===== src/include/eprom_pkg.sv =====
package eprom_pkg;

	// Memory command bytes
	localparam logic [7:0] CMD_READ_PAGE = 8'hc3;
	localparam logic [7:0] CMD_PROGRAM   = 8'h0f;

	// Memory geometry
	localparam int         MEM_BYTES     = 128;
	localparam logic [6:0] LAST_ADDR     = 7'h7f;
	localparam logic [4:0] PAGE_LAST     = 5'h1f;
	localparam logic [7:0] ERASED_BYTE   = 8'hff;
	localparam logic [2:0] LAST_BIT      = 3'h7;

	// Values after reset
	localparam logic [7:0] CRC_SEED      = 8'h00;
	localparam logic [6:0] ADDR_RESET    = 7'h00;
	localparam logic [2:0] BIT_RESET     = 3'h0;

	// Slot kinds on the link
	localparam logic [1:0] SLOT_RESET    = 2'h0;
	localparam logic [1:0] SLOT_WRITE    = 2'h1;
	localparam logic [1:0] SLOT_READ     = 2'h2;
	localparam logic [1:0] SLOT_PULSE    = 2'h3;

	// Programming pulse, 480 us at 20 MHz
	localparam int         CLK_MHZ       = 20;
	localparam int         PROG_PULSE_US = 480;
	localparam int         PROG_PULSE_CYCLES = PROG_PULSE_US * CLK_MHZ;

	// Host gives up after one more than this many failed attempts
	localparam logic [1:0] MAX_TRIES     = 2'h3;

	// Reflected polynomial x^8+x^5+x^4+1
	localparam logic [7:0] CRC_POLY_LSB  = 8'h8c;

	// RULE_22: LSB-first CRC step
	function automatic logic [7:0] crc8_step(input logic [7:0] crc, input logic b);
		logic fb;
		fb = crc[0] ^ b;
		return fb ? ((crc >> 1) ^ CRC_POLY_LSB) : (crc >> 1);
	endfunction : crc8_step

endpackage : eprom_pkg


===== src/include/link_if.sv =====
`timescale 1ns/1ps
interface link_if;
	logic       slot_valid;
	logic [1:0] slot_kind;
	logic       slot_wbit;
	logic       slot_rbit;

	modport host (
		output slot_valid,
		output slot_kind,
		output slot_wbit,
		input  slot_rbit
	);

	modport device (
		input  slot_valid,
		input  slot_kind,
		input  slot_wbit,
		output slot_rbit
	);
endinterface : link_if


===== src/hw/eprom_host.sv =====
`timescale 1ns/1ps
module eprom_host #(
	parameter int unsigned PULSE_CYCLES = eprom_pkg::PROG_PULSE_CYCLES
) (
	// Clock and reset
	input  logic        clk,
	input  logic        reset,
	input  logic        ce,
	// Link to the device
	link_if.host        link,
	// Command port
	input  logic        cmd_valid,
	output logic        cmd_ready,
	input  logic        cmd_program,
	input  logic [15:0] cmd_addr,
	input  logic [7:0]  cmd_data,
	input  logic        cmd_last,
	// Read stream
	output logic        rd_valid,
	input  logic        rd_ready,
	output logic [7:0]  rd_data,
	output logic        rd_is_crc,
	output logic        rd_crc_bad,
	// Status
	output logic        done,
	output logic        error
);
	import eprom_pkg::*;

	typedef enum logic [11:0] {
		H_IDLE  = 12'h001, H_RESET = 12'h002, H_CMD  = 12'h004, H_ALO   = 12'h008,
		H_AHI   = 12'h010, H_DATA  = 12'h020, H_CRC  = 12'h040, H_PAGE  = 12'h080,
		H_PCRC  = 12'h100, H_PULSE = 12'h200, H_VFY  = 12'h400, H_NEXT  = 12'h800
	} hstate_e;

	hstate_e     state_q, state_d;
	logic [2:0]  bit_q, bit_d;
	logic [7:0]  sh_q, sh_d;
	logic [7:0]  crc_q, crc_d;
	logic [15:0] addr_q, addr_d;
	logic [7:0]  data_q, data_d;
	logic        prog_q, prog_d;
	logic        last_q, last_d;
	logic [1:0]  tries_q, tries_d;
	logic [13:0] pcnt_q, pcnt_d;
	logic        done_q, done_d;
	logic        error_q, error_d;
	logic        sending, receiving, stall, go, bit_end;
	logic        push, fifo_ready;
	logic [9:0]  push_data;
	logic [9:0]  pop_data;
	logic [7:0]  rx_byte;

	assign sending   = state_q inside {H_CMD, H_ALO, H_AHI, H_DATA};
	assign receiving = state_q inside {H_CRC, H_PAGE, H_PCRC, H_VFY};
	// Read data waits for buffer room rather than being lost
	assign stall     = (state_q inside {H_PAGE, H_PCRC}) && !fifo_ready;
	assign go        = ce && !stall && (sending || receiving || state_q == H_RESET ||
	                   (state_q == H_PULSE && pcnt_q == '0));
	assign bit_end   = (bit_q == LAST_BIT);
	// RULE_20: bits travel LSB first
	assign rx_byte   = {link.slot_rbit, sh_q[7:1]};

	assign link.slot_valid = go;
	assign link.slot_wbit  = sh_q[0];
	assign link.slot_kind  = (state_q == H_RESET) ? SLOT_RESET :
	                         sending ? SLOT_WRITE :
	                         (state_q == H_PULSE) ? SLOT_PULSE : SLOT_READ;
	assign cmd_ready = ce && (state_q inside {H_IDLE, H_NEXT});
	assign done      = done_q;
	assign error     = error_q;

	always_comb begin
		state_d = state_q;
		bit_d   = bit_q;
		sh_d    = sh_q;
		crc_d   = crc_q;
		addr_d  = addr_q;
		data_d  = data_q;
		prog_d  = prog_q;
		last_d  = last_q;
		tries_d = tries_q;
		pcnt_d  = pcnt_q;
		done_d  = 1'b0;
		error_d = 1'b0;
		push    = 1'b0;
		push_data = {2'b00, rx_byte};
		if (state_q == H_IDLE && cmd_valid && cmd_ready) begin
			addr_d  = cmd_addr;
			data_d  = cmd_data;
			prog_d  = cmd_program;
			last_d  = cmd_last;
			tries_d = 2'h0;
			state_d = H_RESET;
		end else if (state_q == H_NEXT && cmd_valid && cmd_ready) begin
			// RULE_17: next pass sends only a data byte
			data_d  = cmd_data;
			last_d  = cmd_last;
			sh_d    = cmd_data;
			state_d = H_DATA;
		end else if (state_q == H_RESET && go) begin
			// RULE_01: command byte selects read or program
			sh_d    = prog_q ? CMD_PROGRAM : CMD_READ_PAGE;
			crc_d   = CRC_SEED;
			bit_d   = BIT_RESET;
			state_d = H_CMD;
		end else if (sending && go) begin
			crc_d = crc8_step(crc_q, sh_q[0]);
			sh_d  = sh_q >> 1;
			bit_d = bit_q + 3'h1;
			if (bit_end) begin
				// RULE_02: low address byte, then high
				unique case (state_q)
					H_CMD: begin
						sh_d    = addr_q[7:0];
						state_d = H_ALO;
					end
					H_ALO: begin
						sh_d    = addr_q[15:8];
						state_d = H_AHI;
					end
					H_AHI: begin
						sh_d    = data_q;
						state_d = prog_q ? H_DATA : H_CRC;
					end
					H_DATA: state_d = H_CRC;
				endcase
			end
		end else if (receiving && go) begin
			sh_d  = rx_byte;
			bit_d = bit_q + 3'h1;
			if (state_q == H_PAGE) begin
				crc_d = crc8_step(crc_q, link.slot_rbit);
			end
			if (bit_end) begin
				unique case (state_q)
					H_CRC: begin
						if (rx_byte != crc_q) begin
							// RULE_04: bad CRC means reset and repeat
							state_d = (tries_q == MAX_TRIES) ? H_IDLE : H_RESET;
							tries_d = tries_q + 2'h1;
							done_d  = (tries_q == MAX_TRIES);
							error_d = (tries_q == MAX_TRIES);
						end else if (prog_q) begin
							// RULE_11: pulse only after CRC agrees
							pcnt_d  = 14'(PULSE_CYCLES - 1);
							state_d = H_PULSE;
						end else begin
							crc_d   = CRC_SEED;
							state_d = H_PAGE;
						end
					end
					H_PAGE: begin
						push = 1'b1;
						if (addr_q[4:0] == PAGE_LAST) begin
							state_d = H_PCRC;
						end else begin
							addr_d = addr_q + 16'h0001;
						end
					end
					H_PCRC: begin
						push      = 1'b1;
						push_data = {1'b1, rx_byte != crc_q, rx_byte};
						crc_d     = CRC_SEED;
						addr_d    = addr_q + 16'h0001;
						state_d   = H_PAGE;
						if (addr_q[6:0] == LAST_ADDR) begin
							state_d = H_IDLE;
							done_d  = 1'b1;
						end
					end
					H_VFY: begin
						if ((rx_byte & ~data_q) != 8'h00) begin
							// RULE_14: retry the same address
							state_d = (tries_q == MAX_TRIES) ? H_IDLE : H_RESET;
							tries_d = tries_q + 2'h1;
							done_d  = (tries_q == MAX_TRIES);
							error_d = (tries_q == MAX_TRIES);
						end else begin
							addr_d  = addr_q + 16'h0001;
							crc_d   = 8'(addr_q + 16'h0001);
							tries_d = 2'h0;
							state_d = last_q ? H_IDLE : H_NEXT;
							done_d  = last_q;
						end
					end
				endcase
			end
		end else if (state_q == H_PULSE) begin
			if (pcnt_q != '0) begin
				pcnt_d = ce ? pcnt_q - 14'h0001 : pcnt_q;
			end else if (go) begin
				// RULE_13: eight verify reads follow the pulse
				bit_d   = BIT_RESET;
				state_d = H_VFY;
			end
		end
	end

	always_ff @(posedge clk) begin
		if (reset) begin
			state_q <= H_IDLE;
			bit_q   <= BIT_RESET;
			sh_q    <= ERASED_BYTE;
			crc_q   <= CRC_SEED;
			addr_q  <= 16'h0000;
			data_q  <= ERASED_BYTE;
			prog_q  <= 1'b0;
			last_q  <= 1'b1;
			tries_q <= 2'h0;
			pcnt_q  <= 14'h0000;
			done_q  <= 1'b0;
			error_q <= 1'b0;
		end else if (ce) begin
			state_q <= state_d;
			bit_q   <= bit_d;
			sh_q    <= sh_d;
			crc_q   <= crc_d;
			addr_q  <= addr_d;
			data_q  <= data_d;
			prog_q  <= prog_d;
			last_q  <= last_d;
			tries_q <= tries_d;
			pcnt_q  <= pcnt_d;
			done_q  <= done_d;
			error_q <= error_d;
		end
	end

	hold_fifo #(
		.W     (10),
		.DEPTH (2)
	) u_fifo (
		.clk       (clk),
		.reset     (reset),
		.ce        (ce),
		.in_valid  (push),
		.in_ready  (fifo_ready),
		.in_data   (push_data),
		.out_valid (rd_valid),
		.out_ready (rd_ready),
		.out_data  (pop_data)
	);

	assign rd_data    = pop_data[7:0];
	assign rd_crc_bad = pop_data[8];
	assign rd_is_crc  = pop_data[9];
endmodule : eprom_host


===== src/hw/hold_fifo.sv =====
`timescale 1ns/1ps
module hold_fifo #(
	parameter int W     = 10,
	parameter int DEPTH = 2
) (
	// Clock and reset
	input  logic         clk,
	input  logic         reset,
	input  logic         ce,
	// Fill side
	input  logic         in_valid,
	output logic         in_ready,
	input  logic [W-1:0] in_data,
	// Drain side
	output logic         out_valid,
	input  logic         out_ready,
	output logic [W-1:0] out_data
);
	localparam int PW = $clog2(DEPTH);

	logic [W-1:0] mem_q [DEPTH];
	logic [PW-1:0] wr_q;
	logic [PW-1:0] rd_q;
	logic [PW:0]   cnt_q;
	logic          push;
	logic          pop;

	// Count is one bit wider than the pointers, so full compares at that width
	assign in_ready  = ce && (cnt_q != (PW+1)'(DEPTH));
	assign out_valid = (cnt_q != '0);
	assign push      = in_valid && in_ready;
	assign pop       = ce && out_valid && out_ready;
	assign out_data  = mem_q[rd_q];

	always_ff @(posedge clk) begin
		if (push) begin
			mem_q[wr_q] <= in_data;
		end
	end

	// Full stalls the filler, so a slow drain never drops a word
	always_ff @(posedge clk) begin
		if (reset) begin
			wr_q  <= '0;
			rd_q  <= '0;
			cnt_q <= '0;
		end else if (ce) begin
			if (push) begin
				wr_q <= wr_q + PW'(1);
			end
			if (pop) begin
				rd_q <= rd_q + PW'(1);
			end
			if (push && !pop) begin
				cnt_q <= cnt_q + (PW+1)'(1);
			end else if (pop && !push) begin
				cnt_q <= cnt_q - (PW+1)'(1);
			end
		end
	end
endmodule : hold_fifo


===== src/flat_wrapper.sv =====
// flat-port wrapper written by rule: the top's interface ports become plain ports
module eprom_host_flat import eprom_pkg::*;
#(
	parameter int unsigned PULSE_CYCLES = eprom_pkg::PROG_PULSE_CYCLES
)
  (clk, reset, ce, cmd_valid, cmd_ready, cmd_program, cmd_addr, cmd_data, cmd_last, rd_valid, rd_ready, rd_data, rd_is_crc, rd_crc_bad, done, error, link_slot_valid, link_slot_kind, link_slot_wbit, link_slot_rbit);
  link_if link_i ();
  input  logic clk;
  input  logic reset;
  input  logic ce;
  input  logic cmd_valid;
  output logic cmd_ready;
  input  logic cmd_program;
  input  logic [15:0] cmd_addr;
  input  logic [7:0] cmd_data;
  input  logic cmd_last;
  output logic rd_valid;
  input  logic rd_ready;
  output logic [7:0] rd_data;
  output logic rd_is_crc;
  output logic rd_crc_bad;
  output logic done;
  output logic error;
  output wire logic [$bits(link_i.slot_valid)-1:0] link_slot_valid;
  output wire logic [$bits(link_i.slot_kind)-1:0] link_slot_kind;
  output wire logic [$bits(link_i.slot_wbit)-1:0] link_slot_wbit;
  input wire logic [$bits(link_i.slot_rbit)-1:0] link_slot_rbit;
  assign link_slot_valid = link_i.slot_valid;
  assign link_slot_kind = link_i.slot_kind;
  assign link_slot_wbit = link_i.slot_wbit;
  assign link_i.slot_rbit = link_slot_rbit;
  eprom_host #(.PULSE_CYCLES(PULSE_CYCLES)) u_core (.clk(clk), .reset(reset), .ce(ce), .link(link_i), .cmd_valid(cmd_valid), .cmd_ready(cmd_ready), .cmd_program(cmd_program), .cmd_addr(cmd_addr), .cmd_data(cmd_data), .cmd_last(cmd_last), .rd_valid(rd_valid), .rd_ready(rd_ready), .rd_data(rd_data), .rd_is_crc(rd_is_crc), .rd_crc_bad(rd_crc_bad), .done(done), .error(error));
endmodule

===== config.mk =====
export PLATFORM = sky130hd
export DESIGN_NAME = eprom_host_flat
export DESIGN_NICKNAME = d
export VERILOG_FILES = /design/src/include/eprom_pkg.sv /design/src/include/link_if.sv /design/src/hw/eprom_host.sv /design/src/hw/hold_fifo.sv /design/src/flat_wrapper.sv
export SDC_FILE = /design/constraint.sdc
export NUM_CORES = 1
export LEC_CHECK = 0
export BUFFER_PORTS_ARGS = -buffer_cell sky130_fd_sc_hd__buf_4
export CAP_MARGIN = 20
export CORE_UTILIZATION = 65
export CTS_CLUSTER_SIZE = 16
export DETAILED_ROUTE_END_ITERATION = 12
export PLACE_DENSITY = 0.86
export SETUP_SLACK_MARGIN = 0.15
export SLEW_MARGIN = 5
export SYNTH_ARGS = -nofsm -noshare
export SYNTH_HDL_FRONTEND = slang
export SYNTH_HIERARCHICAL = 1
export SYNTH_SLANG_ARGS = --single-unit

===== constraint.sdc =====
create_clock -name clk -period 6.77 [get_ports clk]
set_input_delay 0.3385 -clock clk [delete_from_list [all_inputs] [get_ports clk]]
set_output_delay 0.3385 -clock clk [all_outputs]
set_load 0.01 [all_outputs]

==> qor.csv, run 1 <==
stage;metric;value;unit
synth;post-synthesis cell type count;80;
timing;Final setup viols;0;
synth;ys async rst share;0;%
global_routing;total track usage;35.51;%
worst_setup_path;FF-to-FF End;u_core/u_fifo/mem_q[0][3];
pwr;Peak VDD IR;0.0001318;V
worst_setup_path;Critical Path RT;6.78;ns
clock_network;Clk Latency, worst-skew pair;0.38;ns
timing;Final Skew;0.01261;ns
pwr;Clk pwr share;36.2;%
pwr;P_int;0.0008343;W
pwr;Switching Share;27.22;%
timing;fin crit share;63.09;%
routing;WL final;16620;um
worst_setup_path;Max stage delay cell, worst path;nor4_2;
routing;Max Used Layer;met4;
pwr;NetSw;0.0003120;W
synth;main area contributors after synthesis;dfxtp_1, edfxtp_1, nand2_1;
timing;final setup margin;2.499;ns
timing;final hold vios;0;
floorplanning;Die Footprint;9491;sq um
floorplanning;Die Ht;97.42;um
cells_and_area;Layout area overhead;9.429;%
worst_setup_path;Register-to-Register Setup Slack;2.50;ns
worst_setup_path;Crit path max-delay family;simple AND/OR/NAND/NOR gates;
timing;FMAX;234.1;MHz
timing;Worst-Margin Slew;1.170;ns
routing;met1 WL;6599;um
worst_setup_path;CP Launch Type;register;
synth;Post-synth EDFFs;20;
hold_path;worst hold path class;in -> reg;
cells_and_area;register area;2202;sq um
placed_design;post-DP HPWL;11850;um
synth;Yosys reg bits;100;
hold_path;WHS Path Cells;3;
routing;Vias;5723;
worst_setup_path;Critical path buffers and inverters;0;
timing;Max-slew headroom;21.64;%
routing;number of iterations in the first detailed-routing pass;7;
synth;sequential area share after synthesis;37.21;%
synth;Yosys top cell by area;dfxtp_1;
floorplanning;row count;34;
worst_setup_path;Worst EP arrival;4.28;ns
cells_and_area;area of the multi-input gates;3491;sq um
synth;Mean Syn Cell Area;8.615;sq um
timing;RSZ-0062 raised after global routing;false;
pwr;Leakage;2.293;nW
pwr;Pwr Density;177.0;nW/um^2
pwr;Gate power share;9.3;%
timing;post-layout min period;4.271;ns
clock_network;CTS root buffer;clkbuf_8;
floorplanning;die width;97.42;um
hold_path;hold path startpoint;cmd_data[5];
clock_network;H-tree levels;3;
synth;Post-Syn Area;5918;sq um
global_routing;gr ovfl total;0;
worst_setup_path;path depth of the worst reg2reg path;7;
worst_setup_path;Max FO, Critical Path;14;
worst_setup_path;crit-path cells;nor4_2 -> nand4_1 -> a21boi_1 -> o211ai_1 -> nor2_1 -> and3_4 -> nor2b_1;
synth;area share of the largest cell type after synthesis;27.06;%
timing;Pins Over Slew Limit;0;
worst_setup_path;kind of critical path;reg -> reg;
routing;Initial DRC Count;670;
job;max-cap violations;0;
clock_network;total CTS buffers;9;
placed_design;area post-placement;6260;sq um
synth;Most used DFF post-synth;dfxtp_1;
cells_and_area;most frequent cells in the layout;nand2_1, dfxtp_1, nor2_1, a21oi_1, buf_4;
hold_path;Hold Path Sink;u_core/data_q[5];
clock_network;Sink Count;100;
worst_setup_path;R2R Path Start;u_core/state_q[0];
global_routing;vias in the first global route;5479;
cells_and_area;Finished Cell Area;6476;sq um
cells_and_area;nets;751;
floorplanning;Initial Util;67.53;%
synth;YS warnings;6;
worst_setup_path;Crit. End Element;register;
global_routing;first-pass GRT wire length;27080;um
outcome;status;finished, final reports clean;
worst_setup_path;crit-path max cell delay;0.93;ns
routing;Post-DRT Antenna Nets;0;
timing;setup TNS;0;ns
cells_and_area;diode count;0;
cells_and_area;fill count;679;
routing;drt wl/cell;20.14;um
clock_network;TritonCTS clock tree;yes;
timing;hold_ws;0.1738;ns
clock_network;Worst-path clk slew;0.11;ns
floorplanning;I/O pin count;50;
clock_network;clock buffer depth;2;
pwr;sequential power share;54.5;%
clock_network;# Post-CTS Setup Buffers;0;
placed_design;Port-buffer cells;49;
placed_design;global placement routability congestion;1.025;
routing;met3 WL post-DR;1598;um
global_routing;pin count of the biggest net entering global routing;53;
routing;vias per cell;6.937;
global_routing;initial antenna violation count;0;
clock_network;CTS-repair resized insts;0;
clock_network;# hold bufs at CTS;0;
floorplanning;core area;8763;sq um
synth;Cells after Synth;687;
routing;Met2 Wirelength;7608;um
cells_and_area;fraction of layout cells with a size suffix above 1;17.43;%
routing;DRC;0;
synth;Post-Syn Nets;726;
cells_and_area;commonest non-fill, non-tap cell in the layout;nand2_1;
placed_design;Place WS;2.662;ns
==> cell type report <==
class | count | share of cell area [%]
clock buffers | 9 | 1.913
clock inverters | 7 | 1.430
inverters | 11 | 0.6376
multi-input cells | 538 | 53.90
flip-flops and latches | 100 | 34.00
well taps | 108 | 2.087
repair buffers | 52 | 6.028
==> worst max-delay path by stage <==
stage                                 start                         to  slack (ns)  cells after the start
final                     u_core/state_q[0]  u_core/u_fifo/mem_q[0][3]        2.50                      7
after CTS                 u_core/state_q[0]  u_core/u_fifo/mem_q[0][3]        2.58                      7
after global routing      u_core/state_q[0]  u_core/u_fifo/mem_q[0][6]        2.17                      7
after global placement    u_core/state_q[0]  u_core/u_fifo/mem_q[0][0]        3.00                      7
after detailed placement  u_core/state_q[0]  u_core/u_fifo/mem_q[0][0]        2.66                      7
after floorplan           u_core/state_q[2]  u_core/u_fifo/mem_q[0][0]        3.77                     10
==> cells by family after synthesis <==
family	synth area share [%]
buf+inv	3.805
compound gates	20.66
fa+ha+maj	1.480
mux	4.102
flops	37.21
xor+xnor	4.588
simple gates	28.16
==> state kept, by name, summed over array words and instances, names as in the netlist, named ones only <==
name / count
u_core/u_fifo/mem_q: 20
u_core/addr_q: 16
u_core/pcnt_q: 14
u_core/state_q: 12
u_core/crc_q: 8
u_core/data_q: 8
u_core/sh_q: 8
u_core/bit_q: 3
u_core/tries_q: 2
u_core/u_fifo/cnt_q: 2
u_core/done: 1
u_core/error: 1
u_core/last_q: 1
u_core/prog_q: 1
u_core/u_fifo/rd_q: 1
u_core/u_fifo/wr_q: 1
==> cell usage after synthesis (5+ instances only) <==
master	n
xor2_1	9
a211oi_1	6
and3_1	8
o21a_1	5
nand3_2	5
nor3_1	18
and2_1	6
o221ai_1	6
a311oi_1	7
inv_1	10
a22oi_1	11
nor2_1	57
buf_2	12
clkbuf_1	18
nand3_1	26
nor4_1	10
dfxtp_1	80
nor2b_1	8
mux2i_1	10
ha_1	7
o21ai_0	24
mux2_2	10
nand2_1	83
a21oi_1	53
edfxtp_1	20
or3_1	7
o211ai_1	6
nand2b_1	20
nor4_2	6
a31o_2	6
or2_2	5
xnor2_1	22
nand4_1	12
==> metal layers <==
metal | vias to the layer above | track usage (%)
li1 | 2600 | -
met1 | 2646 | 46.85
met2 | 394 | 56.11
met3 | 83 | 5.683
met4 | 0 | 18.67
met5 | - | 0
==> tightest hold or removal path: stages <==
cell and delay, ns:
buf_4 0.08, nand2_1 0.04, nand3_1 0.06
==> metrics by stage <==
stage	utilization [%]	std cells	power [W]
5_1_grt	73.90	825	0.001180
2_1_floorplan	-	687	0.0007047
3_5_place_dp	71.43	809	0.0007414
6_report	73.90	825	0.001146
4_1_cts	73.90	825	0.001146
3_3_place_gp	71.43	809	0.0007378
==> power by group through the flow <==
stage | combinational [W] | clock (W) | sequential (W)
3_5_place_dp | 0.000103 | 0 | 0.000638
3_3_place_gp | 0.000100 | 0 | 0.000637
5_1_grt | 0.000114 | 0.000440 | 0.000626
6_report | 0.000106 | 0.000415 | 0.000625
4_1_cts | 0.000104 | 0.000418 | 0.000624
2_1_floorplan | 0.0000717 | 0 | 0.000633
Note: power is estimated with default switching activity, not from simulation.
==> run 2, diff against run 1 <==
--- a/config.mk
+++ b/config.mk
@@ -7,10 +7,10 @@
 export LEC_CHECK = 0
 export BUFFER_PORTS_ARGS = -buffer_cell sky130_fd_sc_hd__buf_4
 export CAP_MARGIN = 20
-export CORE_UTILIZATION = 65
+export CORE_UTILIZATION = 60
 export CTS_CLUSTER_SIZE = 16
 export DETAILED_ROUTE_END_ITERATION = 12
-export PLACE_DENSITY = 0.86
+export PLACE_DENSITY = 0.8
 export SETUP_SLACK_MARGIN = 0.15
 export SLEW_MARGIN = 5
 export SYNTH_ARGS = -nofsm -noshare
==> constraint.sdc (replaced) <==
create_clock -name clk -period 4.45 [get_ports clk]
set_input_delay 0.2225 -clock clk [delete_from_list [all_inputs] [get_ports clk]]
set_output_delay 0.2225 -clock clk [all_outputs]
set_load 0.01 [all_outputs]
==> run 2 against run 1 <==
Effect of this change:
- utilization shrank 4.7 points
- routed wire length is 2.6% lower
- worst hold slack got worse by 0.11 ns
- combinational power up 53%
- non-clock buffer count up 4
- power up 50%
- sequential share of layout area down 0.22 points
- register-to-register slack got worse by 1.4 ns
- flip-flop and latch count unchanged
- maximum frequency is 29% higher
- critical path type unchanged
- highest routed layer unchanged
==> qor.csv, run 2 (synthesis gave the netlist of run 1 again) <==
stage;metric;value;unit;change
global_routing;GR Util met1;42.68;%;-4.2 points
worst_setup_path;path depth of the worst reg2reg path;7;;unchanged
global_routing;gr busiest metal;met2;;
worst_setup_path;R2R Path Start;u_core/state_q[4];;
cells_and_area;biggest registers after layout;u_core/u_fifo/mem_q: 20 flops, u_core/addr_q: 16 flops, u_core/pcnt_q: 14 flops;;
timing;FMAX;301.8;MHz;+29%
floorplanning;row count;35;;+2.9%
routing;Vias;5584;;-2.4%
cells_and_area;fraction of layout cells with a size suffix above 1;17.89;%;+0.46 points
worst_setup_path;Max stage delay cell, worst path;a211oi_4;;
worst_setup_path;Crit path max-delay family;simple AND/OR/NAND/NOR gates;;
placed_design;global placement routability congestion;0.9877;;-3.6%
timing;Pins Over Slew Limit;0;;unchanged
clock_network;Sink Count;100;;unchanged
hold_path;Hold Path Sink;u_core/data_q[2];;
cells_and_area;non-filler instance count after layout;850;;+3.0%
worst_setup_path;crit-path max cell delay;0.86;ns;-0.07 ns
placed_design;area post-placement;6309;sq um;+0.78%
clock_network;# Post-CTS Setup Buffers;0;;unchanged
cells_and_area;Largest Register;u_core/u_fifo/mem_q;;
timing;Final setup viols;0;;unchanged
global_routing;GR Layer Usage met3;7.039;%;+1.4 points
outcome;status;finished, final reports clean;;
routing;number of iterations in the first detailed-routing pass;7;;unchanged
routing;WL final;16180;um;-2.6%
clock_network;total CTS buffers;9;;unchanged
timing;fin crit share;74.45;%;+11 points
worst_setup_path;crit-path cells;nor4_4 -> and4_1 -> and3_1 -> inv_2 -> a211oi_4 -> and4b_1 -> o21a_1;;
timing;Worst-Margin Slew;1.029;ns;-0.1412 ns
routing;vias per cell;6.569;;-5.3%
clock_network;CTS-repair resized insts;0;;unchanged
cells_and_area;Layout area overhead;10.15;%;
worst_setup_path;Critical Path RT;4.78;ns;-2.00 ns
clock_network;Worst-path clk slew;0.10;ns;about the same
timing;final hold vios;0;;unchanged
global_routing;pin count of the biggest net entering global routing;53;;unchanged
pwr;Peak VDD IR;0.0001918;V;+46%
clock_network;TritonCTS clock tree;yes;;
cells_and_area;nets;755;;+0.53%
clock_network;H-tree levels;3;;unchanged
cells_and_area;register area;2202;sq um;unchanged
routing;DRC;0;;unchanged
global_routing;initial antenna violation count;0;;unchanged
global_routing;gr ovfl total;0;;unchanged
cells_and_area;commonest non-fill, non-tap cell in the layout;nand2_1;;
timing;setup TNS;0;ns;unchanged
clock_network;clock buffer depth;2;;unchanged
timing;hold_ws;0.06070;ns;-0.1131 ns
global_routing;met2 Use GR;51.96;%;-4.1 points
worst_setup_path;CP Launch Type;register;;
placed_design;Port-buffer cells;49;;unchanged
worst_setup_path;Max FO, Critical Path;19;;+5
cells_and_area;area of the multi-input gates;3491;sq um;unchanged
cells_and_area;fill count;784;;+15%
routing;Post-DRT Antenna Nets;0;;unchanged
cells_and_area;diode count;0;;unchanged
clock_network;CTS root buffer;clkbuf_8;;
timing;Final Skew;0.01098;ns;-0.001631 ns
placed_design;Placed Cells;833;;+3.0%
routing;Initial DRC Count;580;;-13%
worst_setup_path;critical path depth;7;;unchanged
job;max-cap violations;0;;unchanged
worst_setup_path;Critical path buffers and inverters;1;;+1
floorplanning;core area;9415;sq um;+7.4%
clock_network;Clk Latency, worst-skew pair;0.38;ns;about the same
worst_setup_path;Register-to-Register Setup Slack;1.14;ns;-1.36 ns
cells_and_area;most frequent cells in the layout;nand2_1, dfxtp_1, nor2_1, buf_4, a21oi_1;;
timing;RSZ-0062 raised after global routing;false;;
routing;drt wl/cell;19.03;um;-5.5%
global_routing;total track usage;32.98;%;-2.5 points
clock_network;# hold bufs at CTS;0;;unchanged
floorplanning;Die Footprint;10260;sq um;+8.2%
floorplanning;I/O pin count;50;;unchanged
timing;Max-slew headroom;30.83;%;+9.2 points
pwr;Pwr Density;263.6;nW/um^2;+49%
pwr;Leakage;2.308;nW;+0.66%
worst_setup_path;kind of critical path;reg -> reg;;
floorplanning;Die Ht;101.3;um;+4.0%
worst_setup_path;Worst EP arrival;3.65;ns;-0.63 ns
floorplanning;die width;101.3;um;+4.0%
placed_design;post-DP HPWL;11570;um;-2.4%
cells_and_area;max reg flops;20;;unchanged
worst_setup_path;FF-to-FF End;u_core/state_q[11];;
floorplanning;Initial Util;62.86;%;-4.7 points
global_routing;first-pass GRT wire length;26110;um;-3.6%
hold_path;hold path startpoint;cmd_data[2];;
global_routing;vias in the first global route;5146;;-6.1%
hold_path;worst hold path class;in -> reg;;
worst_setup_path;Crit. End Element;register;;
hold_path;WHS Path Cells;3;;unchanged
timing;post-layout min period;3.313;ns;-0.9583 ns
cells_and_area;Finished Cell Area;6519;sq um;+0.66%
[run 2: cell types whose count changed in the layout (fill, tap and decap cells not counted)]
cell / delta
clkinv_2: +1
clkinv_8: -1
clkinv_4: -1
inv_8: -1
buf_4: +4
inv_6: +2
[run 2: per-stage QoR]
step           util, %  setup WS, ns  power (W)
6_report         69.24         1.137   0.001718
3_3_place_gp     67.00         1.066   0.001126
3_5_place_dp     67.00        0.9323   0.001129
5_1_grt          69.24        0.8444   0.001786
2_1_floorplan        -         1.446   0.001072
4_1_cts          69.16        0.9091   0.001728
[run 2: tightest hold or removal path: cells and delay by family]
kind          cells  cell delay, ns
buf+inv           1            0.09
simple gates      2            0.10
[run 2: worst max-delay path by stage]
stage	from	end
2_1_floorplan	u_core/state_q[2]	u_core/u_fifo/mem_q[0][0]
3_5_place_dp	u_core/state_q[4]	u_core/u_fifo/cnt_q[1]
6_report	u_core/state_q[4]	u_core/state_q[11]
3_3_place_gp	u_core/state_q[4]	u_core/u_fifo/cnt_q[1]
5_1_grt	u_core/state_q[10]	u_core/state_q[5]
4_1_cts	u_core/state_q[4]	u_core/u_fifo/cnt_q[1]
[run 2: routing by layer]
metal  share of wire [%]  wire, um
met1                  42      6740
met3                 8.5      1367
met2                  46      7399
met4                 4.1       669
met5                   0         0
[run 2: where the power goes]
part	internal (W)	switching, W	total, W
clock network	0.000268	0.000337	0.000605
logic	0.0000630	0.0000989	0.000162
registers	0.000933	0.0000179	0.000951
total	0.00126	0.000454	0.00172
[run 2: area by class of cell]
| type | count | share of cell area, % |
|---|---|---|
| Timing Repair Buffer | 56 | 6.449 |
| Clock inverter | 7 | 1.209 |
| Tap cell | 129 | 2.476 |
| Clock buffer | 9 | 1.900 |
| Inverter | 11 | 0.6334 |
| Multi-Input combinational cell | 538 | 53.55 |
| Sequential cell | 100 | 33.78 |
